==> src/verilog/csrc_pkg.sv <==
// Notes on behaviour
// RQ1 - PLL mode 01 powers the PLL down
// RQ2 - PLL mode 00 runs the PLL normally
// RQ3 - Bypass bit chooses direct feed or divider
// RQ4 - Source select 0 takes external clock input
// RQ5 - Source select 1 takes internal oscillator
// RQ6 - Polarity bit: 0 positive, 1 negative
// RQ7 - Reset: PLL off, code 000, divider, external
// RQ8 - Oscillator divider ratios one through six
// RQ9 - External source keeps internal oscillator off
// RQ10 - External oscillator feeds feedback prescaler directly; code routes it there only in PLL mode 00
// RQ11 - Software keeps divider in above channel limit
// RQ12 - Software sets normal mode for external lock
package csrc_pkg;
  // Register addresses on the serial control port
  localparam logic [12:0] CSRC_PLL_CONTROL_ADDR = 13'h0010;
  localparam logic [12:0] CSRC_OSC_DIV_RATIO_ADDR = 13'h01E0;
  localparam logic [12:0] CSRC_DIST_ROUTING_ADDR = 13'h01E1;
  localparam logic [12:0] CSRC_UPDATE_ADDR = 13'h0232;
  // Field positions
  localparam int CSRC_PLL_MODE_LSB = 0;
  localparam int CSRC_PD_POLARITY_BIT = 7;
  localparam int CSRC_DIV_CODE_LSB = 0;
  localparam int CSRC_BYPASS_BIT = 0;
  localparam int CSRC_SOURCE_BIT = 1;
  localparam int CSRC_UPDATE_BIT = 0;
  // PLL mode codes
  localparam logic [1:0] CSRC_PLL_NORMAL = 2'h0;
  localparam logic [1:0] CSRC_PLL_ASYNC_PD = 2'h1;
  // Values after reset
  localparam logic [7:0] CSRC_PLL_CONTROL_RST = 8'h01;
  localparam logic [7:0] CSRC_OSC_DIV_RATIO_RST = 8'h00;
  localparam logic [7:0] CSRC_DIST_ROUTING_RST = 8'h00;
  localparam logic [2:0] CSRC_OSC_RATIO_RST = 3'h2;
  // Serial frame lengths in bits
  localparam logic [4:0] CSRC_INSTR_BITS = 5'h10;
  localparam logic [4:0] CSRC_DATA_BITS = 5'h08;
  typedef enum logic [1:0] {
    CSRC_IDLE = 2'b00,
    CSRC_INSTR = 2'b01,
    CSRC_DATA = 2'b10,
    CSRC_DONE = 2'b11
  } csrc_state_t;
endpackage : csrc_pkg

==> src/verilog/csrc_config.sv <==
`timescale 1ns/1ps
module csrc_config
  import csrc_pkg::*;
(
  input wire logic clk,
  input wire logic rst,
  input wire logic spi_cs_n,
  input wire logic spi_sclk,
  input wire logic spi_sdio_in,
  output logic spi_sdio_out,
  output logic spi_sdio_oe,
  input wire logic io_update,
  output logic pll_power_down,
  output logic pll_enable,
  output logic phase_detector_negative,
  output logic source_internal_osc,
  output logic divider_bypass,
  output logic [2:0] osc_divide_ratio,
  output logic internal_osc_power_on,
  output logic prescaler_from_external
);

  // Buffered registers written by the serial port
  logic [7:0] pll_control_reg;
  logic [7:0] osc_divider_ratio_reg;
  logic [7:0] distribution_input_routing_reg;
  // Active copies that steer the clock path
  logic [7:0] pll_control_act_reg;
  logic [7:0] osc_div_act_reg;
  logic [7:0] routing_act_reg;

  // Frame sequencer and read path state
  csrc_state_t state_reg;
  logic sclk_prev_reg;
  logic [4:0] bit_cnt_reg;
  logic [15:0] instr_reg;
  logic [7:0] data_reg;
  logic [7:0] rd_shift_reg;
  logic update_req_reg;
  logic out_bit_reg;
  logic oe_reg;

  // Decoded serial clock edges, shift previews and strobes
  logic sclk_rise;
  logic sclk_fall;
  logic [15:0] instr_next;
  logic [7:0] data_next;
  logic is_read;
  logic [12:0] instr_addr;
  logic wr_strobe;
  logic commit;

  // Maps a divider code onto a ratio of one to six
  function automatic logic [2:0] csrc_div_ratio(input logic [2:0] code);
    logic [2:0] ratio;
    ratio = 3'h1;
    if (code <= 3'h4) begin
      ratio = code + 3'h2; // [RQ8]
    end
    return ratio;
  endfunction : csrc_div_ratio

  // True when the PLL mode field selects normal operation
  function automatic logic csrc_is_normal(input logic [1:0] mode);
    return mode == CSRC_PLL_NORMAL;
  endfunction : csrc_is_normal

  // Read-back of the buffered registers; unmapped reads return zero
  function automatic logic [7:0] csrc_read(input logic [12:0] addr,
                                           input logic [7:0] pll_v,
                                           input logic [7:0] div_v,
                                           input logic [7:0] route_v);
    logic [7:0] val;
    val = 8'h00;
    if (addr == CSRC_PLL_CONTROL_ADDR) begin
      val = pll_v;
    end else if (addr == CSRC_OSC_DIV_RATIO_ADDR) begin
      val = div_v;
    end else if (addr == CSRC_DIST_ROUTING_ADDR) begin
      val = route_v;
    end
    return val;
  endfunction : csrc_read

  // Edges of the serial clock, sampled on the system clock
  assign sclk_rise = spi_sclk & ~sclk_prev_reg;
  assign sclk_fall = ~spi_sclk & sclk_prev_reg;
  assign instr_next = {instr_reg[14:0], spi_sdio_in};
  assign data_next = {data_reg[6:0], spi_sdio_in};
  assign is_read = instr_reg[15];
  assign instr_addr = instr_reg[12:0];
  // Last data bit of a write frame stages the byte
  assign wr_strobe = !spi_cs_n && state_reg == CSRC_DATA && sclk_rise && !is_read
      && bit_cnt_reg == CSRC_DATA_BITS - 5'h01;
  // Either the pin or the update register copies the staged set
  assign commit = io_update || update_req_reg;

  // Previous serial clock level; low matches the parked idle level
  always_ff @(posedge clk or posedge rst) begin
    if (rst) begin
      sclk_prev_reg <= 1'b0;
    end else begin
      sclk_prev_reg <= spi_sclk;
    end
  end

  // Serial frame sequencer: 16-bit instruction then one data byte
  always_ff @(posedge clk or posedge rst) begin
    if (rst) begin
      state_reg <= CSRC_IDLE;
      bit_cnt_reg <= 5'h00;
      instr_reg <= 16'h0000;
      data_reg <= 8'h00;
    end else if (spi_cs_n) begin
      state_reg <= CSRC_IDLE;
      bit_cnt_reg <= 5'h00;
    end else begin
      case (state_reg)
        CSRC_IDLE: begin
          state_reg <= CSRC_INSTR;
          bit_cnt_reg <= 5'h00;
        end
        CSRC_INSTR: begin
          if (sclk_rise) begin
            instr_reg <= instr_next;
            if (bit_cnt_reg == CSRC_INSTR_BITS - 5'h01) begin
              state_reg <= CSRC_DATA;
              bit_cnt_reg <= 5'h00;
            end else begin
              bit_cnt_reg <= bit_cnt_reg + 5'h01;
            end
          end
        end
        CSRC_DATA: begin
          if (sclk_rise) begin
            data_reg <= data_next;
            if (bit_cnt_reg == CSRC_DATA_BITS - 5'h01) begin
              state_reg <= CSRC_DONE;
            end else begin
              bit_cnt_reg <= bit_cnt_reg + 5'h01;
            end
          end
        end
        CSRC_DONE: begin
          state_reg <= CSRC_DONE;
        end
        default: begin
          state_reg <= CSRC_IDLE;
        end
      endcase
    end
  end

  // Read byte captured as the instruction ends, shifted on each fall
  always_ff @(posedge clk or posedge rst) begin
    if (rst) begin
      rd_shift_reg <= 8'h00;
    end else if (!spi_cs_n && state_reg == CSRC_INSTR) begin
      rd_shift_reg <= csrc_read(instr_next[12:0], pll_control_reg,
                                osc_divider_ratio_reg, distribution_input_routing_reg);
    end else if (!spi_cs_n && state_reg == CSRC_DATA && is_read && sclk_fall) begin
      rd_shift_reg <= {rd_shift_reg[6:0], 1'b0};
    end
  end

  // Read data driven MSB first, changing on falling serial clock edges
  always_ff @(posedge clk or posedge rst) begin
    if (rst) begin
      out_bit_reg <= 1'b0;
      oe_reg <= 1'b0;
    end else if (spi_cs_n) begin
      oe_reg <= 1'b0;
      out_bit_reg <= 1'b0;
    end else if (state_reg == CSRC_DATA && is_read) begin
      if (sclk_fall) begin
        oe_reg <= 1'b1;
        out_bit_reg <= rd_shift_reg[7];
      end
    end else begin
      oe_reg <= 1'b0;
    end
  end

  // PLL control byte staged by a write frame; nothing moves until update
  always_ff @(posedge clk or posedge rst) begin
    if (rst) begin
      pll_control_reg <= CSRC_PLL_CONTROL_RST; // [RQ7]
    end else if (wr_strobe && instr_addr == CSRC_PLL_CONTROL_ADDR) begin
      pll_control_reg <= data_next;
    end
  end

  // Divider code byte staged by a write frame
  always_ff @(posedge clk or posedge rst) begin
    if (rst) begin
      osc_divider_ratio_reg <= CSRC_OSC_DIV_RATIO_RST; // [RQ7]
    end else if (wr_strobe && instr_addr == CSRC_OSC_DIV_RATIO_ADDR) begin
      osc_divider_ratio_reg <= data_next;
    end
  end

  // Routing byte staged by a write frame
  always_ff @(posedge clk or posedge rst) begin
    if (rst) begin
      distribution_input_routing_reg <= CSRC_DIST_ROUTING_RST; // [RQ7]
    end else if (wr_strobe && instr_addr == CSRC_DIST_ROUTING_ADDR) begin
      distribution_input_routing_reg <= data_next;
    end
  end

  // Self-clearing update request from the update register
  always_ff @(posedge clk or posedge rst) begin
    if (rst) begin
      update_req_reg <= 1'b0;
    end else begin
      update_req_reg <= wr_strobe && instr_addr == CSRC_UPDATE_ADDR
          && data_next[CSRC_UPDATE_BIT];
    end
  end

  // Active PLL control, copied as a whole so fields change together
  always_ff @(posedge clk or posedge rst) begin
    if (rst) begin
      pll_control_act_reg <= CSRC_PLL_CONTROL_RST; // [RQ7]
    end else if (commit) begin
      pll_control_act_reg <= pll_control_reg;
    end
  end

  // Active divider code
  always_ff @(posedge clk or posedge rst) begin
    if (rst) begin
      osc_div_act_reg <= CSRC_OSC_DIV_RATIO_RST; // [RQ7]
    end else if (commit) begin
      osc_div_act_reg <= osc_divider_ratio_reg;
    end
  end

  // Active routing byte
  always_ff @(posedge clk or posedge rst) begin
    if (rst) begin
      routing_act_reg <= CSRC_DIST_ROUTING_RST; // [RQ7]
    end else if (commit) begin
      routing_act_reg <= distribution_input_routing_reg;
    end
  end

  // PLL run state follows the active mode field
  always_ff @(posedge clk or posedge rst) begin
    if (rst) begin
      pll_power_down <= 1'b1;
      pll_enable <= 1'b0;
    end else begin
      // Only normal mode runs the loop; every other code keeps it off
      pll_enable <= csrc_is_normal(pll_control_act_reg[CSRC_PLL_MODE_LSB +: 2]); // [RQ2]
      pll_power_down <= !csrc_is_normal(pll_control_act_reg[CSRC_PLL_MODE_LSB +: 2]); // [RQ1]
    end
  end

  // Phase detector polarity from the active control byte
  always_ff @(posedge clk or posedge rst) begin
    if (rst) begin
      phase_detector_negative <= 1'b0;
    end else begin
      phase_detector_negative <= pll_control_act_reg[CSRC_PD_POLARITY_BIT]; // [RQ6]
    end
  end

  // Source choice; the internal oscillator is powered only when chosen
  always_ff @(posedge clk or posedge rst) begin
    if (rst) begin
      source_internal_osc <= 1'b0;
      internal_osc_power_on <= 1'b0;
    end else begin
      source_internal_osc <= routing_act_reg[CSRC_SOURCE_BIT]; // [RQ4] [RQ5]
      internal_osc_power_on <= routing_act_reg[CSRC_SOURCE_BIT]; // [RQ9]
    end
  end

  // Divider path: bypass bit and decoded ratio
  always_ff @(posedge clk or posedge rst) begin
    if (rst) begin
      divider_bypass <= 1'b0;
      osc_divide_ratio <= CSRC_OSC_RATIO_RST;
    end else begin
      divider_bypass <= routing_act_reg[CSRC_BYPASS_BIT]; // [RQ3]
      osc_divide_ratio <= csrc_div_ratio(osc_div_act_reg[CSRC_DIV_CODE_LSB +: 3]); // [RQ8]
    end
  end

  // External oscillator reaches the feedback prescaler only with the loop on
  always_ff @(posedge clk or posedge rst) begin
    if (rst) begin
      prescaler_from_external <= 1'b0;
    end else begin
      prescaler_from_external <= ~routing_act_reg[CSRC_SOURCE_BIT]
          & csrc_is_normal(pll_control_act_reg[CSRC_PLL_MODE_LSB +: 2]); // [RQ10]
    end
  end

  // Serial data pin driven straight from flops
  assign spi_sdio_out = out_bit_reg;
  assign spi_sdio_oe = oe_reg;

endmodule : csrc_config

==> config.mk <==
export PLATFORM = sky130hd
export DESIGN_NAME = csrc_config
export DESIGN_NICKNAME = d
export VERILOG_FILES = /design/src/verilog/csrc_pkg.sv /design/src/verilog/csrc_config.sv
export SDC_FILE = /design/constraint.sdc
export NUM_CORES = 1
export LEC_CHECK = 0
export BUFFER_PORTS_ARGS = -buffer_cell sky130_fd_sc_hd__buf_4
export CORE_ASPECT_RATIO = 1.25
export CORE_MARGIN = 2
export CORE_UTILIZATION = 65
export CTS_CLUSTER_SIZE = 10
export DETAILED_ROUTE_END_ITERATION = 10
export GPL_TIMING_DRIVEN = 0
export PLACE_DENSITY = 0.84
export SYNTH_ARGS = -nofsm -noshare
export SYNTH_HDL_FRONTEND = slang
export SYNTH_SLANG_ARGS = --single-unit
==> constraint.sdc <==
create_clock -name clk -period 7.7 [get_ports clk]
set_input_delay 1.155 -clock clk [delete_from_list [all_inputs] [get_ports clk]]
set_output_delay 1.155 -clock clk [all_outputs]
set_load 0.05 [all_outputs]
# After elaboration in Yosys (flattened, before gate mapping)

Index checks and enable logic that the tools add are counted.

$add $sub $neg: 2
Multipliers: 0
Div/mod/pow operators: 0
Order comparisons: 1
Equality and inequality tests: 18
Shifts and indexed selects: 0
Mux-type cells: 24
Bitwise operators: 7
Reduce and logical (&&, ||, !) cells: 28

Operator list:

| operator                                        | number |
|---|---|
| == test 13 x 9 -> 1 bit, second input constant  | 4 |
| 2-to-1 mux 8 bit                                | 5 |
| == test 13 x 5 -> 1 bit, second input constant  | 2 |
| 2-to-1 mux 5 bit                                | 5 |
| inequality test 3 bit, second input constant    | 6 |
| case mux 5 bit (3 select lines)                 | 1 |
| == test 13 x 10 -> 1 bit, second input constant | 1 |
| logical AND 1 bit                               | 13 |
| 2-to-1 mux 2 bit                                | 5 |
| case mux 2 bit (4 select lines)                 | 1 |
| AND reduction 4 bit                             | 2 |
| 2-to-1 mux 1 bit                                | 6 |
| AND reduction 3 bit                             | 2 |
| nonzero test 2 bit                              | 3 |
| adder 5 x 1 -> 5 bit, second input constant     | 1 |
| == test 5 x 3 -> 1 bit, second input constant   | 1 |
| == test 5 x 4 -> 1 bit, second input constant   | 1 |
| == test 2 bit, second input constant            | 2 |
| zero test 2 bit                                 | 2 |
| NOT 1 bit                                       | 4 |
| nonzero test 4 bit                              | 1 |
| adder 3 x 2 -> 3 bit, second input constant     | 1 |
| AND 1 bit                                       | 3 |
| <= comparator 3 bit, second input constant      | 1 |
| 5 further kinds                                 | 7 |

Bits in registers: 88
Bits in latches: 0
Memory bits (writable): 0
ROM bits: 0
Input bits: 6
Output and inout bits: 12
Logic and storage cells: 102
Memories kept: 0

# Longest topological paths before layout

Depth after elaboration: 7
Depth in mapped cells: 9
Gate-level depth less buffers: 8

# Least setup slack after synthesis

Ideal clock, no wire load.

Path kind: input to register
From: input spi_cs_n
To: register pll_control_reg[1]
Library setup time: 125 ps
Arrival: 2496 ps
Data required time: 7575 ps
Setup slack: 5080 ps
Stages: 5
Buffers on the path: 1
Cells stage by stage: and4bb_2 > buf_2 > nand3b_1 > nor4_4 > mux2_2

Word-level cells in the longest chain between the ends: 6

Ends and longest elaborated chain:

| element                         | RTL line           | RTL |
|---|---|---|
| start, declared                 | csrc_config.sv:7   | `input wire logic spi_cs_n,` |
| zero test 1 bit                 | csrc_config.sv:93  | `assign wr_strobe = !spi_cs_n && state_reg == CSRC_DATA && sclk_rise && !is_read` |
| logical AND 1 bit (3 in series) | csrc_config.sv:93  |  |
| logical AND 1 bit               | csrc_config.sv:94  | `&& bit_cnt_reg == CSRC_DATA_BITS - 5'h01;` |
| logical AND 1 bit               | csrc_config.sv:188 | `end else if (wr_strobe && instr_addr == CSRC_PLL_CONTROL_ADDR) begin` |
| end signal, assigned            | csrc_config.sv:189 | `pll_control_reg <= data_next;` |
| end, declared                   | csrc_config.sv:24  | `logic [7:0] pll_control_reg;` |

No other way between the ends.
A chain may end at the register's enable or synchronous reset.

# Final worst setup path

From: input spi_cs_n
To: register pll_control_reg[7]

Same word-level chain as after synthesis.

==> impl_metrics.tcl <==
set metrics [dict create \
    firstDrtPassIters 4 \
    postRouteAntennaNets 0 \
    synthFlopType "dfrtp_1" \
    top_usage_layer "met2" \
    antenna_cells 0 \
    use_met3_pct 5.13 \
    crit_start "spi_cs_n" \
    gp_congestion 0.831 \
    r2r_end "pll_control_reg[7]$_DFFE_PP0P_" \
    clkLatencyLatePin_ns 0.35 \
    ff2ff_setup_slack_ns 5.11 \
    place_inst 385 \
    vias 2426 \
    met1_usage_pct 34.8 \
    root_buffer "clkbuf_8" \
    yosys_warnings 0 \
    clkTransAtPathRegs_ns 0.08 \
    area_growth_pct 12.3 \
    syn_inst 304 \
    period_minus_slack_ns 2.71 \
    largest_reg_flops 16 \
    die-area_um2 6380 \
    cts_tree "built" \
    grt_max_degree 54 \
    critPathTopFamily "simple AND/OR/NAND/NOR gates" \
    finalMaxSlewViolations 0 \
    crit_end "pll_control_reg[7]$_DFFE_PP0P_" \
    syn-cell-area_um2 3740 \
    hp-class "register to register" \
    cts-resized-gates 0 \
    vias_per_cell 6.05 \
    final_cells 401 \
    fin_nets 345 \
    clock.fmax_mhz 368 \
    worstSetupPathType "primary input to register" \
    crit_fanout 8 \
    die_w_um 71.9 \
    setup_viol 0 \
    fin_worst_skew_ns 0.0107 \
    fp.coreArea_um2 5480 \
    io_buffers 16 \
    ys_ff_latch 83 \
    critPathRequiredTime_ns 7.93 \
    antenna_found_initial 0 \
    dp.final_hpwl_mm 4.88 \
    synth_area_per_cell_um2 12.3 \
    start_kind "primary input" \
    fin_setup_tns_ns 0 \
    fp-row-count 30 \
    grt_use_met2_pct 41.9 \
    leakage_nw 2.06 \
    period_share_pct 35.3 \
    numCtsBuffers 9 \
    cpPeakStageDelay_ns 0.60 \
    cp_num_buf_inv 2 \
    htree_levels 3 \
    fin_area_um2 4200 \
    cp-end-kind "register" \
    ys_types 47 \
    totalWireLength_mm 7.08 \
    async_flop_share_pct 100 \
    finalHoldViolCount 0 \
    post-route-drc-count 0 \
    postCtsSetupBuffers 0 \
    grt_overflow 0 \
    worstMarginPinSlew_ns 0.663 \
    cp.depth 6 \
    synth_nets 317 \
    whs_ns 0.388 \
    ios 18 \
    maxSlewHeadroom_pct 55.5 \
    rsz0062_at_grt "false" \
    synth_edf_count 0 \
    hold_buffers 0 \
    cp_data_arrival_time_ns 2.95 \
    grtUsageTotal_pct 25.7 \
    clock-sinks 83 \
    cp_cell_sequence "buf_4, and4bb_2, buf_2, nand3b_1, nor4_4, mux2_2" \
    drive_gt1_share_pct 30.6 \
    placement.cell_area_um2 3970 \
    reg2reg_depth 8 \
    start_util_pct 68.3 \
    worstReg2RegStart "state_reg[0]$_DFFE_PP0P_" \
    ir_drop_mv 0.145 \
    cts.path.max_buffers 2 \
    cellPowerDensity_nw_per_um2 232 \
    drt_iter0_drc 180 \
    yosysSeqAreaShare_pct 55.6 \
    cap_viol_max_count 0 \
    outcome "complete, no violations" \
    wire_per_inst_um 17.7 \
    die_height_um 88.8 \
    slowest_stage "nor4_4" \
    grt_pass1_vias 2470 \
    grt_pass1_wl_mm 12.3 \
]
[per-layer routing]
layer,vias to the layer above,share of wire (%)
met4,0,1.6
met5,-,0
met1,1229,45
li1,1143,-
met3,13,3.5
met2,41,50
[cell families (layout without fill, tap and decap cells)]
logic type / after synthesis / in the layout / share of synthesized area [%]
compound gates: 38 / 38 / 7.16
simple gates: 86 / 86 / 13.2
buf+inv: 27 / 60 / 3.01
flops: 83 / 83 / 55.6
fa+ha+maj: 7 / 7 / 2.34
mux: 63 / 63 / 18.6
[final cells by class]
class	count	area (um2)
buffer	12	56.3
clock buffer	12	155
clock inverter	4	73.8
tap	64	80.1
timing repair buffer	17	148
multi-input combinational	194	1550
inverter	15	58.8
sequential	83	2080
fill	358	1280
[power breakdown]
| part | switching, mW | leakage [nW] | internal, mW |
|---|---|---|---|
| clock network | 0.150 | 0.117 | 0.201 |
| registers | 0.0273 | 1.12 | 0.463 |
| logic | 0.0799 | 0.827 | 0.0536 |
[stage by stage]
| step | power, mW | setup slack, ns | util (%) |
|---|---|---|---|
| 4_1_cts | 0.975 | 4.98 | 76.7 |
| 5_1_grt | 1.02 | 4.87 | 76.7 |
| 3_5_place_dp | 0.629 | 4.63 | 72.5 |
| 2_1_floorplan | 0.593 | 4.41 | - |
| 6_report | 0.974 | 4.99 | 76.7 |
| 3_3_place_gp | 0.619 | 3.56 | 71.9 |
[synth_stat cells, types with 2 or more instances]
cell type / count / area [um2]
nand3b_1: 2 / 15.0
nor3b_1: 5 / 37.5
nor4_4: 2 / 42.5
mux2_2: 53 / 597
mux2i_1: 10 / 100
inv_1: 14 / 52.6
a32o_1: 3 / 30.0
a32oi_1: 5 / 43.8
nand4bb_1: 2 / 22.5
a21oi_1: 8 / 40.0
nor4_1: 2 / 12.5
buf_2: 3 / 15.0
nor3_1: 2 / 10.0
dfstp_2: 4 / 105
ha_1: 7 / 87.6
nor2b_1: 2 / 12.5
o211ai_1: 4 / 30.0
dfrtp_1: 79 / 1980
or2_2: 2 / 12.5
nor2_1: 13 / 48.8
o22ai_1: 2 / 12.5
clkbuf_1: 7 / 26.3
o21ai_0: 4 / 20.0
buf_4: 2 / 15.0
a31oi_1: 6 / 37.5
nand3_1: 6 / 30.0
nand2_1: 31 / 116
nand2b_1: 2 / 12.5
or3_1: 4 / 25.0
[worst min path at each step]
stage,startpoint,endpoint,cells after the start,slack (ns)
global route,pll_control_act_reg[7]$_DFFE_PP0P_,phase_detector_negative$_DFF_PP0_,0,0.40
CTS,routing_act_reg[0]$_DFFE_PP0P_,divider_bypass$_DFF_PP0_,0,0.39
finish,pll_control_act_reg[7]$_DFFE_PP0P_,phase_detector_negative$_DFF_PP0_,0,0.39
floorplan,routing_act_reg[0]$_DFFE_PP0P_,divider_bypass$_DFF_PP0_,0,0.35
detailed placement,pll_control_act_reg[7]$_DFFE_PP0P_,phase_detector_negative$_DFF_PP0_,0,0.37
global placement,pll_control_act_reg[7]$_DFFE_PP0P_,phase_detector_negative$_DFF_PP0_,0,0.36
[cells in the final DEF, fill, tap and decap left out, types with 3 or more instances in the layout]
cell type  instances
clkbuf_1           8
ha_1               7
a31oi_1            6
nand2_1           31
inv_1             13
dfstp_2            4
nor3b_1            5
buf_2              3
nor2_1            13
a32o_1             3
mux2_2            53
buf_4             18
o211ai_1           4
or3_1              4
o21ai_0            4
dfrtp_1           79
mux2i_1           10
a32oi_1            5
a21oi_1            8
nand3_1            6
clkbuf_8          11
(Power assumes the default switching activity.)
